==> src/hdl/tmrcc_map.vh <==
// Register map, field positions and codes of the timer control block.
// Overview of operation
// - Grouping 01 pairs latches 1+2, 3+4, 5+6.
// - Grouping 10 groups latches 1+2+3 and 4+5+6.
// - Length field sets the continuous-mode maximum count: 16/12/10 bits.
// - Source field picks external, auxiliary or submain clock.
// - Input divider divides selected clock by 1/2/4/8.
// - Mode: stop, up to latch0, continuous, up/down.
// - Clear bit resets count, divider, direction; reads zero.
// - Rollover enable gates the rollover flag request.
// - Count register holds current count, software readable.
// - Buffer writes transfer into the channel compare latch.
// - Comparison uses compare latch, never the buffer.
// - Capture copies current count into the buffer.
// - Load-select bits choose when latches load.
`ifndef TMRCC_MAP_VH
`define TMRCC_MAP_VH
`define TMRCC_ADDR_W 12
`define TMRCC_OFF_CTL 12'h000
`define TMRCC_OFF_COUNT 12'h004
`define TMRCC_OFF_STATUS 12'h008
`define TMRCC_OFF_MASK 12'h00c
`define TMRCC_OFF_CHMODE 12'h010
`define TMRCC_OFF_LOADSEL 12'h014
`define TMRCC_OFF_BUF0 12'h020
`define TMRCC_OFF_BUF6 12'h038
`define TMRCC_NCH 7
`define TMRCC_CTL_RST 16'h0000
`define TMRCC_CTL_WMASK 16'hfffb
`define TMRCC_GRP_HI 14
`define TMRCC_GRP_LO 13
`define TMRCC_LEN_HI 12
`define TMRCC_LEN_LO 11
`define TMRCC_SRC_HI 9
`define TMRCC_SRC_LO 8
`define TMRCC_DIV_HI 7
`define TMRCC_DIV_LO 6
`define TMRCC_MODE_HI 5
`define TMRCC_MODE_LO 4
`define TMRCC_CLR_BIT 2
`define TMRCC_IE_BIT 1
`define TMRCC_IFG_BIT 0
`define TMRCC_GRP_NONE 2'h0
`define TMRCC_GRP_PAIR 2'h1
`define TMRCC_GRP_TRIO 2'h2
`define TMRCC_LEN_16 2'h0
`define TMRCC_LEN_12 2'h1
`define TMRCC_LEN_10 2'h2
`define TMRCC_MAX_16 16'hffff
`define TMRCC_MAX_12 16'h0fff
`define TMRCC_MAX_10 16'h03ff
`define TMRCC_SRC_EXT 2'h0
`define TMRCC_SRC_AUX 2'h1
`define TMRCC_SRC_SUB 2'h2
`define TMRCC_MODE_STOP 2'h0
`define TMRCC_MODE_UP 2'h1
`define TMRCC_MODE_CONT 2'h2
`define TMRCC_MODE_UPDN 2'h3
`define TMRCC_LD_WRITE 2'h0
`define TMRCC_LD_ZERO 2'h1
`define TMRCC_LD_ZERO_L0 2'h2
`define TMRCC_LD_L0 2'h3
`endif

==> src/hdl/tmrcc_prescale.v <==
// Clock source selection, pin synchronisers and input divider.
`timescale 1ns/10ps
`default_nettype none
`include "tmrcc_map.vh"
module tmrcc_prescale (
  input wire clk,
  input wire sys_rst,
  input wire external_timer_clock,
  input wire aux_clock,
  input wire submain_clock,
  input wire [1:0] clock_source_sel,
  input wire [1:0] input_divider_sel,
  input wire counter_clear,
  output reg tick
);
  reg [2:0] sync1;
  reg [2:0] sync2;
  reg [2:0] sync3;
  reg [2:0] div_cnt;
  reg src_edge;
  reg [2:0] div_last;
  // ****************************************
  // Synchronise the three clock pins.
  // ****************************************
  always @(posedge clk)
  begin
    if (sys_rst)
    begin
      sync1 <= 3'h0;
      sync2 <= 3'h0;
      sync3 <= 3'h0;
    end
    else
    begin
      sync1 <= {submain_clock, aux_clock, external_timer_clock};
      sync2 <= sync1;
      sync3 <= sync2;
    end
  end
  // ****************************************
  // Pick the source edge and the divide ratio.
  // ****************************************
  always @*
  begin
    case (clock_source_sel)
      `TMRCC_SRC_EXT: src_edge = sync2[0] & ~sync3[0];
      `TMRCC_SRC_AUX: src_edge = sync2[1] & ~sync3[1];
      `TMRCC_SRC_SUB: src_edge = sync2[2] & ~sync3[2];
      default: src_edge = 1'b0;
    endcase
    case (input_divider_sel)
      2'h0: div_last = 3'h0;
      2'h1: div_last = 3'h1;
      2'h2: div_last = 3'h3;
      default: div_last = 3'h7;
    endcase
  end
  // ****************************************
  // Divider issuing one tick per divided edge.
  // ****************************************
  always @(posedge clk)
  begin
    if (sys_rst || counter_clear)
    begin
      div_cnt <= 3'h0;
      tick <= 1'b0;
    end
    else
    begin
      tick <= 1'b0;
      if (src_edge)
      begin
        if (div_cnt >= div_last)
        begin
          div_cnt <= 3'h0;
          tick <= 1'b1;
        end
        else
        begin
          div_cnt <= div_cnt + 3'h1;
        end
      end
    end
  end
endmodule // tmrcc_prescale
`default_nettype wire

==> src/hdl/tmrcc_top.v <==
// Timer control, count and capture/compare buffer block with APB access.
//
// Added by the designer: the register offsets and the APB interface to the registers.
`timescale 1ns/10ps
`default_nettype none
`include "tmrcc_map.vh"
module tmrcc_top (
  input wire clk,
  input wire sys_rst,
  input wire psel,
  input wire penable,
  input wire pwrite,
  input wire [11:0] paddr,
  input wire [31:0] pwdata,
  output reg [31:0] prdata,
  output reg pready,
  output reg pslverr,
  input wire external_timer_clock,
  input wire aux_clock,
  input wire submain_clock,
  input wire [6:0] capture_in,
  output reg [6:0] compare_match,
  output reg irq_out
);
  reg [15:0] timer_control;
  reg [15:0] timer_count;
  reg count_down;
  reg [7:0] irq_status;
  reg [7:0] irq_mask;
  reg [6:0] capture_mode;
  reg [13:0] latch_load_sel;
  reg [15:0] capture_compare_buffer [0:6];
  reg [15:0] compare_latch [0:6];
  reg [6:0] cap_s1;
  reg [6:0] cap_s2;
  reg [6:0] cap_s3;
  reg [15:0] next_count;
  reg next_down;
  reg rollover;
  reg [31:0] next_rdata;
  reg next_err;
  reg [6:0] ch_event;
  reg [6:0] load_now;
  reg [6:0] buf_wr;
  wire tick;
  wire counter_clear;
  wire wr_access;
  wire rd_setup;
  wire [1:0] grp;
  wire [1:0] mode;
  wire [15:0] len_max;
  wire zero_evt;
  wire l0_evt;
  wire [6:0] cap_rise;
  integer i, j, k;
  // ****************************************
  // Helper functions.
  // ****************************************
  function [15:0] max_of_len;
    input [1:0] len;
    begin
      case (len)
        `TMRCC_LEN_12: max_of_len = `TMRCC_MAX_12;
        `TMRCC_LEN_10: max_of_len = `TMRCC_MAX_10;
        default: max_of_len = `TMRCC_MAX_16;
      endcase
    end
  endfunction
  function [2:0] leader_of;
    input [2:0] ch;
    input [1:0] g;
    begin
      leader_of = ch;
      if (g == `TMRCC_GRP_PAIR && ch != 3'h0)
        leader_of = {ch[2:1], 1'b1} - {2'h0, ~ch[0]} - {2'h0, ~ch[0]};
      else if (g == `TMRCC_GRP_TRIO && ch != 3'h0)
        leader_of = (ch <= 3'h3) ? 3'h1 : 3'h4;
    end
  endfunction
  function load_fires;
    input [1:0] code;
    input own_wr;
    input z;
    input l0;
    input updn;
    begin
      case (code)
        `TMRCC_LD_WRITE: load_fires = own_wr;
        `TMRCC_LD_ZERO: load_fires = z;
        `TMRCC_LD_ZERO_L0: load_fires = z | (updn & l0);
        default: load_fires = l0;
      endcase
    end
  endfunction
  // ****************************************
  // Clock source and divider.
  // ****************************************
  tmrcc_prescale u_prescale (
    .clk(clk),
    .sys_rst(sys_rst),
    .external_timer_clock(external_timer_clock),
    .aux_clock(aux_clock),
    .submain_clock(submain_clock),
    .clock_source_sel(timer_control[`TMRCC_SRC_HI:`TMRCC_SRC_LO]),
    .input_divider_sel(timer_control[`TMRCC_DIV_HI:`TMRCC_DIV_LO]),
    .counter_clear(counter_clear),
    .tick(tick)
  );
  // ****************************************
  // Bus decode.
  // ****************************************
  assign wr_access = psel & penable & pready & pwrite;
  assign rd_setup = psel & ~penable;
  assign counter_clear = wr_access && paddr == `TMRCC_OFF_CTL &&
    pwdata[`TMRCC_CLR_BIT];
  assign grp = timer_control[`TMRCC_GRP_HI:`TMRCC_GRP_LO];
  assign mode = timer_control[`TMRCC_MODE_HI:`TMRCC_MODE_LO];
  assign len_max = max_of_len(timer_control[`TMRCC_LEN_HI:`TMRCC_LEN_LO]);
  assign cap_rise = cap_s2 & ~cap_s3;
  assign zero_evt = tick && mode != `TMRCC_MODE_STOP &&
    next_count == 16'h0000 && timer_count != 16'h0000;
  assign l0_evt = tick && mode == `TMRCC_MODE_UPDN &&
    next_count == compare_latch[0];
  always @*
  begin
    for (j = 0; j < `TMRCC_NCH; j = j + 1)
      buf_wr[j] = wr_access && paddr == `TMRCC_OFF_BUF0 + 12'h004 * j[11:0];
  end
  // ****************************************
  // Counter next state.
  // ****************************************
  always @*
  begin
    next_count = timer_count;
    next_down = count_down;
    rollover = 1'b0;
    if (counter_clear)
    begin
      next_count = 16'h0000;
      next_down = 1'b0;
    end
    else if (wr_access && paddr == `TMRCC_OFF_COUNT)
      next_count = pwdata[15:0];
    else if (tick)
    begin
      case (mode)
        `TMRCC_MODE_UP:
        begin
          if (timer_count >= compare_latch[0])
          begin
            next_count = 16'h0000;
            rollover = 1'b1;
          end
          else
            next_count = timer_count + 16'h0001;
        end
        `TMRCC_MODE_CONT:
        begin
          if (timer_count >= len_max)
          begin
            next_count = 16'h0000;
            rollover = 1'b1;
          end
          else
            next_count = timer_count + 16'h0001;
        end
        `TMRCC_MODE_UPDN:
        begin
          if (!count_down)
          begin
            if (timer_count >= compare_latch[0] &&
                timer_count != 16'h0000)
            begin
              next_down = 1'b1;
              next_count = timer_count - 16'h0001;
            end
            else if (timer_count < compare_latch[0])
              next_count = timer_count + 16'h0001;
          end
          else if (timer_count == 16'h0000)
          begin
            next_down = 1'b0;
            next_count = 16'h0001;
          end
          else
          begin
            next_count = timer_count - 16'h0001;
            rollover = (timer_count == 16'h0001);
          end
        end
        default: next_count = timer_count;
      endcase
    end
  end
  // ****************************************
  // Channel events and latch load decisions.
  // ****************************************
  always @*
  begin
    for (k = 0; k < `TMRCC_NCH; k = k + 1)
    begin
      ch_event[k] = capture_mode[k] ? cap_rise[k] :
        (tick && mode != `TMRCC_MODE_STOP &&
         next_count == compare_latch[k]);
      load_now[k] = load_fires(
        latch_load_sel[2*leader_of(k[2:0], grp) +: 2],
        buf_wr[k], zero_evt, l0_evt,
        mode == `TMRCC_MODE_UPDN);
    end
  end
  // ****************************************
  // Read data and error in the setup cycle.
  // ****************************************
  always @*
  begin
    next_rdata = 32'h0000_0000;
    next_err = 1'b0;
    case (paddr)
      `TMRCC_OFF_CTL: next_rdata = {16'h0000, timer_control[15:3],
        1'b0, timer_control[`TMRCC_IE_BIT], irq_status[0]};
      `TMRCC_OFF_COUNT: next_rdata = {16'h0000, timer_count};
      `TMRCC_OFF_STATUS: next_rdata = {24'h00_0000, irq_status};
      `TMRCC_OFF_MASK: next_rdata = {24'h00_0000, irq_mask};
      `TMRCC_OFF_CHMODE: next_rdata = {25'h000_0000, capture_mode};
      `TMRCC_OFF_LOADSEL: next_rdata = {18'h0_0000, latch_load_sel};
      default:
      begin
        if (paddr >= `TMRCC_OFF_BUF0 && paddr <= `TMRCC_OFF_BUF6 &&
            paddr[1:0] == 2'h0)
          next_rdata = {16'h0000,
            capture_compare_buffer[paddr[4:2]]};
        else
          next_err = 1'b1;
      end
    endcase
  end
  // ****************************************
  // Bus handshake and outputs.
  // ****************************************
  always @(posedge clk)
  begin
    if (sys_rst)
    begin
      pready <= 1'b0;
      pslverr <= 1'b0;
      prdata <= 32'h0000_0000;
      irq_out <= 1'b0;
      compare_match <= 7'h00;
    end
    else
    begin
      pready <= rd_setup;
      if (rd_setup)
      begin
        prdata <= next_rdata;
        pslverr <= next_err;
      end
      irq_out <= |(irq_status & irq_mask &
        {7'h7f, timer_control[`TMRCC_IE_BIT]});
      compare_match <= ch_event & ~capture_mode;
    end
  end
  // ****************************************
  // Control, counter and interrupt registers.
  // ****************************************
  always @(posedge clk)
  begin
    if (sys_rst)
    begin
      timer_control <= `TMRCC_CTL_RST;
      timer_count <= 16'h0000;
      count_down <= 1'b0;
      irq_status <= 8'h00;
      irq_mask <= 8'h00;
      capture_mode <= 7'h00;
      latch_load_sel <= 14'h0000;
    end
    else
    begin
      timer_count <= next_count;
      count_down <= next_down;
      if (wr_access && paddr == `TMRCC_OFF_CTL)
        timer_control <= pwdata[15:0] & `TMRCC_CTL_WMASK;
      if (wr_access && paddr == `TMRCC_OFF_MASK)
        irq_mask <= pwdata[7:0];
      if (wr_access && paddr == `TMRCC_OFF_CHMODE)
        capture_mode <= pwdata[6:0];
      if (wr_access && paddr == `TMRCC_OFF_LOADSEL)
        latch_load_sel <= pwdata[13:0];
      if (wr_access && paddr == `TMRCC_OFF_STATUS)
        irq_status <= (irq_status & ~pwdata[7:0]) | {ch_event, rollover};
      else if (wr_access && paddr == `TMRCC_OFF_CTL)
        irq_status <= {irq_status[7:1] | ch_event,
          pwdata[`TMRCC_IFG_BIT] | rollover};
      else
        irq_status <= irq_status | {ch_event, rollover};
    end
  end
  // ****************************************
  // Capture pin synchronisers.
  // ****************************************
  always @(posedge clk)
  begin
    if (sys_rst)
    begin
      cap_s1 <= 7'h00;
      cap_s2 <= 7'h00;
      cap_s3 <= 7'h00;
    end
    else
    begin
      cap_s1 <= capture_in;
      cap_s2 <= cap_s1;
      cap_s3 <= cap_s2;
    end
  end
  // ****************************************
  // Buffers and compare latches.
  // ****************************************
  always @(posedge clk)
  begin
    for (i = 0; i < `TMRCC_NCH; i = i + 1)
    begin
      if (sys_rst)
      begin
        capture_compare_buffer[i] <= 16'h0000;
        compare_latch[i] <= 16'h0000;
      end
      else
      begin
        if (capture_mode[i] && cap_rise[i])
          capture_compare_buffer[i] <= timer_count;
        else if (buf_wr[i])
          capture_compare_buffer[i] <= pwdata[15:0];
        if (!capture_mode[i] && load_now[i])
          compare_latch[i] <= buf_wr[i] ? pwdata[15:0] :
            capture_compare_buffer[i];
      end
    end
  end
endmodule // tmrcc_top
`default_nettype wire

==> config.mk <==
export PLATFORM = sky130hd
export DESIGN_NAME = tmrcc_top
export DESIGN_NICKNAME = d
export VERILOG_FILES = /design/src/hdl/tmrcc_prescale.v /design/src/hdl/tmrcc_top.v
export VERILOG_INCLUDE_DIRS = /design/src /design/src/hdl
export SDC_FILE = /design/constraint.sdc
export NUM_CORES = 1
export LEC_CHECK = 0
export BUFFER_PORTS_ARGS = -buffer_cell sky130_fd_sc_hd__buf_4
export CORE_MARGIN = 2
export CORE_UTILIZATION = 25
export CTS_CLUSTER_DIAMETER = 120
export CTS_CLUSTER_SIZE = 10
export DETAILED_ROUTE_END_ITERATION = 6
export PLACE_DENSITY = 0.51
export REMOVE_ABC_BUFFERS = 1
export SLEW_MARGIN = 10
export SYNTH_ARGS = -nofsm -noshare
export SYNTH_HDL_FRONTEND = slang
export SYNTH_HIERARCHICAL = 1
export SYNTH_SLANG_ARGS = --single-unit
==> constraint.sdc <==
create_clock -name clk -period 5.7 [get_ports clk]
set_clock_uncertainty 0.15 [all_clocks]
set_input_delay 0.855 -clock clk [delete_from_list [all_inputs] [get_ports clk]]
set_output_delay 0.855 -clock clk [all_outputs]
set_load 0.01 [all_outputs]
Word level (Yosys, flattened, before mapping)
Memories as Yosys holds them, arrays and structs flattened.
Index checks and enable logic that the tools add are counted.
{"block": "op_classes", "n_shift": 5, "n_reduce_logical": 71, "n_mux": 155, "eq_ne": 45, "magnitude_cmp": 6, "bitwise_logic": 48, "addsub": 3}
{"op": "16-bit two-way mux", "n": 38}
{"op": "16-bit == test", "n": 7}
{"op": "16-bit one-hot mux with 6 select lines", "n": 1}
{"op": "1-bit two-way mux", "n": 94}
{"op": "12-bit by 6-bit == test with 1-bit output (second input constant)", "n": 7}
{"op": "14-bit by 5-bit indexed part select with 2-bit output", "n": 5}
{"op": "16-bit one-hot mux with 3 select lines", "n": 1}
{"op": "1-bit logical AND", "n": 43}
{"op": "16-bit greater-or-equal comparator", "n": 2}
{"op": "16-bit logical NOT", "n": 2}
{"op": "16-bit one-hot mux with 2 select lines", "n": 1}
{"op": "1-bit one-hot mux with 3 select lines", "n": 9}
{"op": "2-bit == test (second input constant)", "n": 13}
{"op": "8-bit AND", "n": 3}
{"op": "12-bit by 4-bit == test with 1-bit output (second input constant)", "n": 2}
{"op": "12-bit by 5-bit == test with 1-bit output (second input constant)", "n": 2}
{"op": "2-bit by 1-bit == test with 1-bit output (second input constant)", "n": 12}
{"op": "1-bit OR", "n": 23}
{"op": "2-bit logical NOT", "n": 10}
{"op": "16-bit by 1-bit adder with 16-bit output (second input constant)", "n": 1}
{"op": "16-bit by 1-bit == test with 1-bit output (second input constant)", "n": 1}
{"op": "16-bit < comparator", "n": 1}
{"op": "8-bit two-way mux", "n": 2}
{"op": "8-bit OR", "n": 2}
{"op": "24 further kinds", "n": 51}
{"block": "totals", "reg_bits": 145, "ram_bits": 224, "mem_count": 2, "output_inout_bits": 42, "wordCells": 355}
{"memory": "capture_compare_buffer", "words": 7, "word_bits": 16, "read_ports": 8, "rd_ports_with_merged_regs": 0, "wr": 7, "line": "tmrcc_top.v:32", "rtl": "reg [15:0] capture_compare_buffer [0:6];"}
{"memory": "compare_latch", "words": 7, "word_bits": 16, "read_ports": 7, "rd_ports_with_merged_regs": 0, "wr": 7, "line": "tmrcc_top.v:33", "rtl": "reg [15:0] compare_latch [0:6];"}

Longest topological paths before layout
Gate-level depths: netlist of run 1.
An unclocked memory read counts as a cell.
{"block": "depth", "word_depth": 19, "mapped_depth": 20, "mapped_depth_nobuf": 16}

Modules after synthesis
The synthesis of run 1 kept the hierarchy.
{"module": "tmrcc_top", "cells_per_inst": 2127, "n_inst": 1, "area_per_inst_um2": 20792.4}
{"module": "tmrcc_prescale", "cells_per_inst": 54, "n_inst": 1, "area_per_inst_um2": 553.0}

Worst setup path after synthesis of run 1
Ideal clock, no wire load.
{"block": "synth_path", "kind": "register to register", "start": "register timer_count[0]", "end": "memory compare_latch[6][0] (enable)", "period_less_slack_ps": 6016, "path_buffers": 4, "slack_ps": -316, "path_stages_with_launch": 19, "arrival_time_ps": 5452, "path_cell_list": "dfxtp_1 -> clkbuf_1 -> inv_1 -> ha_1 -> nor2b_1 -> o211ai_1 -> a211o_1 -> buf_2 -> and3_1 -> buf_4 -> a21oi_4 -> buf_4 -> a211oi_1 -> o21ai_2 -> nor2_1 -> or4_1 -> nor4_1 -> o22ai_1 -> o31ai_1"}
{"item": "start, declared", "line": "tmrcc_top.v:26", "rtl": "reg [15:0] timer_count;"}
{"item": "start signal, assigned", "line": "tmrcc_top.v:280", "rtl": "timer_count <= next_count;"}
{"item": "end, declared", "line": "tmrcc_top.v:33"}

==> results of run 1 <==
critical path: stages (launching register included):
cell	delay (ps)
sky130_fd_sc_hd__edfxtp_1	430
sky130_fd_sc_hd__inv_1	210
sky130_fd_sc_hd__ha_1	310
sky130_fd_sc_hd__a41oi_1	240
sky130_fd_sc_hd__o21ai_1	170
sky130_fd_sc_hd__a21oi_2	280
sky130_fd_sc_hd__nand3_2	180
sky130_fd_sc_hd__o31a_1	430
sky130_fd_sc_hd__buf_4	180
sky130_fd_sc_hd__o22ai_1	290
sky130_fd_sc_hd__nor4_1	90
sky130_fd_sc_hd__or3b_1	370
sky130_fd_sc_hd__or4_1	730
sky130_fd_sc_hd__nor4_4	420
sky130_fd_sc_hd__nand3_2	240
sky130_fd_sc_hd__buf_4	280
sky130_fd_sc_hd__a2111oi_2	360
power groups by stage:
stage | combinational, mW | sequential (mW) | clock, mW
after floorplan | 0.172 | 2.86 | 0
after global placement | 0.452 | 2.87 | 0
after detailed placement | 0.453 | 2.88 | 0
after CTS | 0.456 | 2.82 | 2.52
after global routing | 0.485 | 2.83 | 2.61
final | 0.466 | 2.82 | 2.49
cell families after synthesis:
group / count (synthesis) / share of synthesized area [%]
other: 1 / 0.0176
adder cells (fa/ha/maj): 32 / 1.88
AO/OA/AOI/OAI: 547 / 18.8
multiplexers: 179 / 9.44
AND/OR/NAND/NOR: 687 / 16.3
buffers and inverters: 258 / 4.98
flip-flops: 352 / 43.5
XOR/XNOR: 125 / 5.13
per-stage QoR:
step	TNS (ps)	util (%)	worst slack, ps	cell area (um2)
5_1_grt	-279	29.6	-24.6	25100
4_1_cts	0	29.5	12.9	25000
3_5_place_dp	-5070	28.0	-158	23800
6_report	0	29.6	111	25100
3_3_place_gp	-8620	28.0	-121	23800
2_1_floorplan	-92920	-	-1550	20500
routing by layer:
| layer | part of all wire, % | GRT usage, % |
|---|---|---|
| met3 | 8.9 | 4.47 |
| met5 | 0 | 0 |
| met2 | 45 | 34.4 |
| met1 | 42 | 29.1 |
| met4 | 5.0 | 8.59 |
cell usage after synthesis, types with 77 or more instances:
library cell,number,area (um2)
sky130_fd_sc_hd__edfxtp_1,224,6730
sky130_fd_sc_hd__nand2_1,188,706
sky130_fd_sc_hd__clkbuf_1,167,627
sky130_fd_sc_hd__mux2i_1,144,1440
sky130_fd_sc_hd__dfxtp_1,128,2560
sky130_fd_sc_hd__nor2_1,121,454
sky130_fd_sc_hd__a21oi_1,108,541
sky130_fd_sc_hd__a22o_1,105,920
sky130_fd_sc_hd__nor3_1,86,430
sky130_fd_sc_hd__a211oi_1,82,616
sky130_fd_sc_hd__o21ai_0,80,400
sky130_fd_sc_hd__nand3_1,77,385
registers in the layout (all words and copies together), names as in the netlist, 8 cells and up:
signal,count
latch_load_sel,14
irq_status,8
irq_mask,8
timer_count,16
timer_control,14
prdata,16
compare_latch,112
capture_compare_buffer,112
cells in the final DEF, fill, tap and decap left out, types with 25 or more instances in the layout:
cell / n
sky130_fd_sc_hd__nor3_1: 72
sky130_fd_sc_hd__edfxtp_1: 224
sky130_fd_sc_hd__nor2_1: 121
sky130_fd_sc_hd__dfxtp_1: 128
sky130_fd_sc_hd__inv_1: 41
sky130_fd_sc_hd__nor4_1: 42
sky130_fd_sc_hd__clkbuf_16: 43
sky130_fd_sc_hd__a21oi_1: 108
sky130_fd_sc_hd__buf_4: 217
sky130_fd_sc_hd__mux2i_1: 144
sky130_fd_sc_hd__xnor2_1: 50
sky130_fd_sc_hd__nor2b_1: 38
sky130_fd_sc_hd__a211oi_1: 81
sky130_fd_sc_hd__or3_1: 25
sky130_fd_sc_hd__o21ai_0: 77
sky130_fd_sc_hd__nand2_1: 188
sky130_fd_sc_hd__a22o_1: 105
sky130_fd_sc_hd__ha_1: 32
sky130_fd_sc_hd__xor2_1: 75
sky130_fd_sc_hd__nand3_1: 76
sky130_fd_sc_hd__nand4_1: 31
final cells by class:
| type | instances | area share [%] |
|---|---|---|
| clock buffers | 67 | 4.65 |
| multi-input cells | 1586 | 44.7 |
| flip-flops and latches | 352 | 37.0 |
| inverters | 44 | 0.658 |
| well taps | 1144 | 5.70 |
| repair buffers | 226 | 7.18 |
| clock inverters | 3 | 0.0847 |
final timing paths:
path | end | slack [ps] | from | cells after the start
hold / removal | u_prescale/sync2[2] | 280 | u_prescale/sync1[2] | 1
hold reg to reg | u_prescale/sync2[2] | 280 | u_prescale/sync1[2] | 1
setup / recovery | compare_latch[0][15] | 110 | compare_latch[0][7] | 16
setup reg to reg | compare_latch[0][15] | 110 | compare_latch[0][7] | 16
timing repair:
| item | CTS | global route |
|---|---|---|
| pin swaps | 0 | 4 |
| endpoints found under the setup margin | 122 | 226 |
| setup buffers | 0 | 4 |
| resized for setup | 1 | 13 |
==> results.txt, run 1 <==
----------------------------------------------------
[Floorplanning]
  Standard-cell rows ... 107
  Starting utilization of the core area ... 25.1%
  Floorplan core area ... 84900 um2
  I/O Pins ... 101
  Floorplan die width ... 296 um
  Height of the chip ... 296 um
  DIE AREA ... 87700 um2

[Power and ir drop]
  Leak ... 8.78 nW
  Power share of the combinational group ... 8.1%
  Peak VDD IR ... 179 uV
  Total power draw ... 5.78 mW
  Sequential share of power ... 48.8%
  Net Switching ... 1.47 mW
  Switching power as a share of total power ... 25.5%
  Pwr per Cell Area ... 230 nW/um2
  Cell-internal power ... 4.31 mW
  Part of the total power dissipated in the clock network ... 43.1%

[Synthesis]
  Count of flip-flops with a built-in enable after synthesis ... 224
  Number of instances in the synthesized netlist ... 2181
  Syn_area_per_cell ... 9.79 um2
  Synth warn ... 6
  Fraction of the yosys area taken by sequential cells ... 43.5%
  Number of distinct library cell variants in the gate-level netlist after synthesis ... 93
  Most used flip-flop cell after synthesis ... sky130_fd_sc_hd__edfxtp_1
  Synthesized flop and latch total ... 352
  Area of the mapped netlist ... 21300 um2
  Post-synthesis async set-or-reset flop share ... 0%

[Run status]
  Violated checks ... DRC
  Status ... finished with violations

[Global routing]
  Via count of the first global-routing pass ... 18.3k
  Wire length of the first global-routing pass ... 137000 um
  Pin count of the biggest net entering global routing ... 93
  Overall fraction of global-route tracks in use ... 21.8%
  Number of antenna violations at the first check in global routing ... 4
  Total congestion overflow ... 0

[CTS]
  Clock tree root buffer cell ... sky130_fd_sc_hd__clkbuf_16
  Clock tree from TritonCTS ... yes
  Clock transition at the registers of the reported paths ... 60 ps
  Max Buffers Root-to-Sink ... 3
  Level count of the clock H-tree ... 2
  Clock Sink Count ... 352
  Number of hold buffers added after cts ... 0
  Clock insertion delay at the later pin of the skew report ... 590 ps
  Number of clock buffers inserted by TritonCTS ... 41

[Flow run]
  Number of max-capacitance violations reported ... 0

[Placement]
  Inst Count DP ... 3348
  Final HPWL from detailed placement ... 70300 um
  Port-buffer cells ... 68
  Routability cong. ... 0.974

[Layout]
  Filler Cells Inserted ... 8957
  Final nets ... 2342
  Multi-input gate area ... 11200 um2
  Layout overhead on the synthesized area ... 17.6%
  Final Non-Filler Cells ... 3422
  Diodes inserted ... 0
  Footprint of the flip-flops and latches ... 9290 um2
  Share of post-route cells with drive strength above 1 ... 17.0%

[STA]
  Crit path time final ... 5590 ps
  Final Cycle Share ... 98.0%
  Hold Fails Final Rpt ... 0
  Maximum clock rate ... 179 MHz
  Max-slew violation count ... 0
  Finish-stage setup viols ... 0
  Transition time at the pin with the least slew margin ... 1180 ps
  Max-slew headroom ... 20.9%
  Worst hold margin ... 280 ps

[Worst setup path]
  Element type at the critical path start ... register
  Arrival time at the worst endpoint ... 5800 ps
  Maximum fanout along the worst path ... 10
  Setup crit end kind ... register
  Worst setup path class ... reg -> reg
  Data required time of the worst path ... 5910 ps

[Detailed routing]
  Number of antenna-violating nets in the routed design ... 0
  Via/cell ratio ... 5.60
  Final wirelength ... 97700 um
  Initial drt markers ... 2396
  First-pass iteration count of the detailed router ... 7
  Detailed-route DRC error count ... 2
  Total via count in the routed design ... 19.2k
  Average wire per cell in the routed design ... 28.6 um

[Worst hold path]
  Min-Delay Path Class ... reg -> reg

----------------------------------------------------
Power figures use the tool's default switching activity.
==> run 2: changes to the inputs <==
--- a/config.mk
+++ b/config.mk
@@ -12,7 +12,7 @@
 export CTS_CLUSTER_DIAMETER = 120
 export CTS_CLUSTER_SIZE = 10
 export DETAILED_ROUTE_END_ITERATION = 6
-export PLACE_DENSITY = 0.51
+export PLACE_DENSITY_LB_ADDON = 0.05
 export REMOVE_ABC_BUFFERS = 1
 export SLEW_MARGIN = 10
 export SYNTH_ARGS = -nofsm -noshare
==> results.txt, run 2 (synthesis results as in run 1) <==
----------------------------------------------------
[Run status]
  Status ... finished, final reports clean (was finished with violations)

[Layout]
  Layout overhead on the synthesized area ... 19.3% (was 17.6%)
  Filler Cells Inserted ... 8911 (was 8957)
  Leading cell types in the layout, fill and taps excluded ... sky130_fd_sc_hd__buf_4 (247), sky130_fd_sc_hd__edfxtp_1 (224), sky130_fd_sc_hd__nand2_1 (188), sky130_fd_sc_hd__mux2i_1 (144), sky130_fd_sc_hd__dfxtp_1 (128) (was sky130_fd_sc_hd__edfxtp_1 (224), sky130_fd_sc_hd__buf_4 (217), sky130_fd_sc_hd__nand2_1 (188), sky130_fd_sc_hd__mux2i_1 (144), sky130_fd_sc_hd__dfxtp_1 (128))
  Largest registers ... capture_compare_buffer x112, compare_latch x112 (unchanged)
  Final Non-Filler Cells ... 3460 (was 3422)
  Footprint of the flip-flops and latches ... 9290 um2 (unchanged)
  Final nets ... 2380 (was 2342)
  Share of post-route cells with drive strength above 1 ... 18.2% (was 17.0%)
  Most common cell after layout, fill and taps aside ... sky130_fd_sc_hd__buf_4 (was sky130_fd_sc_hd__edfxtp_1)
  Share of the core filled with cells in the final layout ... 30.0% (was 29.6%)
  Multi-input gate area ... 11200 um2 (about the same)

[STA]
  Setup repair after global routing missed its margin ... no
  Hold Fails Final Rpt ... 0 (unchanged)
  Worst hold margin ... 284 ps (was 280 ps)
  Max-slew headroom ... 12.5% (was 20.9%)
  Final Cycle Share ... 96.8% (was 98.0%)
  Crit path time final ... 5520 ps (was 5590 ps)
  Transition time at the pin with the least slew margin ... 1310 ps (was 1180 ps)
  Final TNS setup ... 0 ps (unchanged)
  Min setup slack post-route ... 185 ps (was 111 ps)
  Maximum clock rate ... 181 MHz (was 179 MHz)
  Finish-stage setup viols ... 0 (unchanged)
  Max-slew violation count ... 0 (unchanged)

[Detailed routing]
  Detailed-route DRC error count ... 0 (was 2)
  Initial drt markers ... 2048 (was 2396)
  Average wire per cell in the routed design ... 32.0 um (was 28.6 um)
  Routed length on met1 ... 49700 um (was 40600 um)
  Total via count in the routed design ... 19.0k (was 19.2k)
  Number of antenna-violating nets in the routed design ... 0 (unchanged)
  First-pass iteration count of the detailed router ... 6 (was 7)
  Top routing layer in use ... met5 (was met4)
  Amount of wire on met2 after detailed routing ... 50700 um (was 43500 um)
  Met3 wirelength from detailed routing ... 6700 um (was 8670 um)
  Final wirelength ... 111000 um (was 97700 um)
  Via/cell ratio ... 5.49 (was 5.60)

[Worst setup path]
  CP max stage cell ... sky130_fd_sc_hd__o31ai_1 (was sky130_fd_sc_hd__or4_1)
  Arrival time at the worst endpoint ... 5680 ps (was 5800 ps)
  Maximum fanout along the worst path ... 16 (was 10)
  Element type at the critical path start ... register (unchanged)
  Data required time of the worst path ... 5870 ps (was 5910 ps)
  Kind of cell adding the most delay to the critical path ... compound AO/OA/AOI/OAI gates (was simple AND/OR/NAND/NOR gates)
  Worst Path Buf+Inv ... 5 (was 3)
  Peak per-stage delay on the critical path ... 540 ps (was 730 ps)
  Worst setup path class ... reg -> reg (unchanged)
  Sequence of cells on the critical path ... inv_1, ha_1, o21ai_0, o21bai_2, a21oi_2, nand3_1, buf_4, buf_4, o31ai_1, a221oi_1, o32ai_1, o221ai_1, or4_4, nor4_4, buf_12, nand3_2, buf_12, a2111oi_0 (was inv_1, ha_1, a41oi_1, o21ai_1, a21oi_2, nand3_2, o31a_1, buf_4, o22ai_1, nor4_1, or3b_1, or4_1, nor4_4, nand3_2, buf_4, a2111oi_2)
  Setup crit end kind ... register (unchanged)

[Placement]
  Inst Count DP ... 3390 (was 3348)
  Worst Setup Slack post-DPL ... -70.1 ps (was -158 ps)
  Routability cong. ... 0.908 (was 0.974)
  Port-buffer cells ... 68 (unchanged)
  Final HPWL from detailed placement ... 80600 um (was 70300 um)

[Floorplanning]
  I/O Pins ... 101 (unchanged)
  Floorplan core area ... 84900 um2 (unchanged)
  Standard-cell rows ... 107 (unchanged)
  Starting utilization of the core area ... 25.1% (unchanged)
  Height of the chip ... 296 um (unchanged)
  Floorplan die width ... 296 um (unchanged)
  DIE AREA ... 87700 um2 (unchanged)

[CTS]
  Clock tree from TritonCTS ... yes (unchanged)
  Post-CTS Setup Inserts ... 0 (unchanged)
  Clock insertion delay at the later pin of the skew report ... 570 ps (was 590 ps)
  Clock Sink Count ... 352 (unchanged)
  Level count of the clock H-tree ... 2 (unchanged)
  Max Buffers Root-to-Sink ... 3 (unchanged)
  Number of clock buffers inserted by TritonCTS ... 41 (unchanged)
  Clock tree root buffer cell ... sky130_fd_sc_hd__clkbuf_16 (unchanged)
  Clock transition at the registers of the reported paths ... 60 ps (about the same)

[Global routing]
  Number of antenna violations at the first check in global routing ... 10 (was 4)
  Wire length of the first global-routing pass ... 151000 um (was 137000 um)
  Overall fraction of global-route tracks in use ... 25.0% (was 21.8%)
  Pin count of the biggest net entering global routing ... 83 (was 93)
  Via count of the first global-routing pass ... 18.3k (about the same)
  Total congestion overflow ... 0 (unchanged)

[Worst hold path]
  Min-Delay Path Class ... reg -> reg (unchanged)

[Power and ir drop]
  Leak ... 9.02 nW (was 8.78 nW)
  Pwr per Cell Area ... 229 nW/um2 (was 230 nW/um2)
  Peak VDD IR ... 174 uV (was 179 uV)

[Flow run]
  Number of max-capacitance violations reported ... 0 (unchanged)

----------------------------------------------------
-- run 2: cell types whose count changed in the layout (fill, tap and decap cells not counted), sizes merged --
cell      previous run  this run
inv                 45        46
clkinv               1         0
clkinvlp             1         0
buf                225       263
diode                0         1
-- run 2: repair_timing --
item                       in CTS  in global routing
setup endpoints to repair       4                151
gates resized for setup         1                  9
pin swaps                       0                  1
hold buffers                    0                  0
-- run 2: worst paths after layout --
check	from	to	depth (start not counted)	slack, ps
max	compare_latch[0][14]	compare_latch[0][4]	18	180
min	cap_s1[3]	cap_s2[3]	1	280
max reg2reg	compare_latch[0][14]	compare_latch[0][4]	18	180
min reg2reg	cap_s1[3]	cap_s2[3]	1	280
-- run 2: metrics by stage --
stage	cell area (um2)	power [mW]
floorplan	20500	3.03
global placement	24200	3.37
detailed placement	24200	3.36
CTS	25400	5.91
global route	25500	6.01
finish	25500	5.83
-- run 2: layout make-up --
class,count,share of cell area [%]
Sequential cell,352,36.5
Clock inverter,2,0.0688
Timing Repair Buffer,264,8.59
Antenna cell,1,0.00983
Inverter,44,0.649
Clock buffer,67,4.58
Tap cell,1144,5.62
Multi-Input combinational cell,1586,44.0
-- run 2: report_power, final --
part	switching [mW]	internal (mW)	total [mW]	leakage, nW
Sequential	0.0518	2.77	2.83	3.35
Combinational	0.341	0.147	0.488	5.10
Clock	1.13	1.39	2.52	0.567
Total	1.52	4.31	5.83	9.02
-- run 2: layer usage --
| metal | vias up | track usage [%] |
|---|---|---|
| met1 | 9611 | 34.4 |
| li1 | 8448 | - |
| met4 | 2 | 7.69 |
| met2 | 787 | 40.2 |
| met3 | 144 | 3.72 |
| met5 | - | 0 |
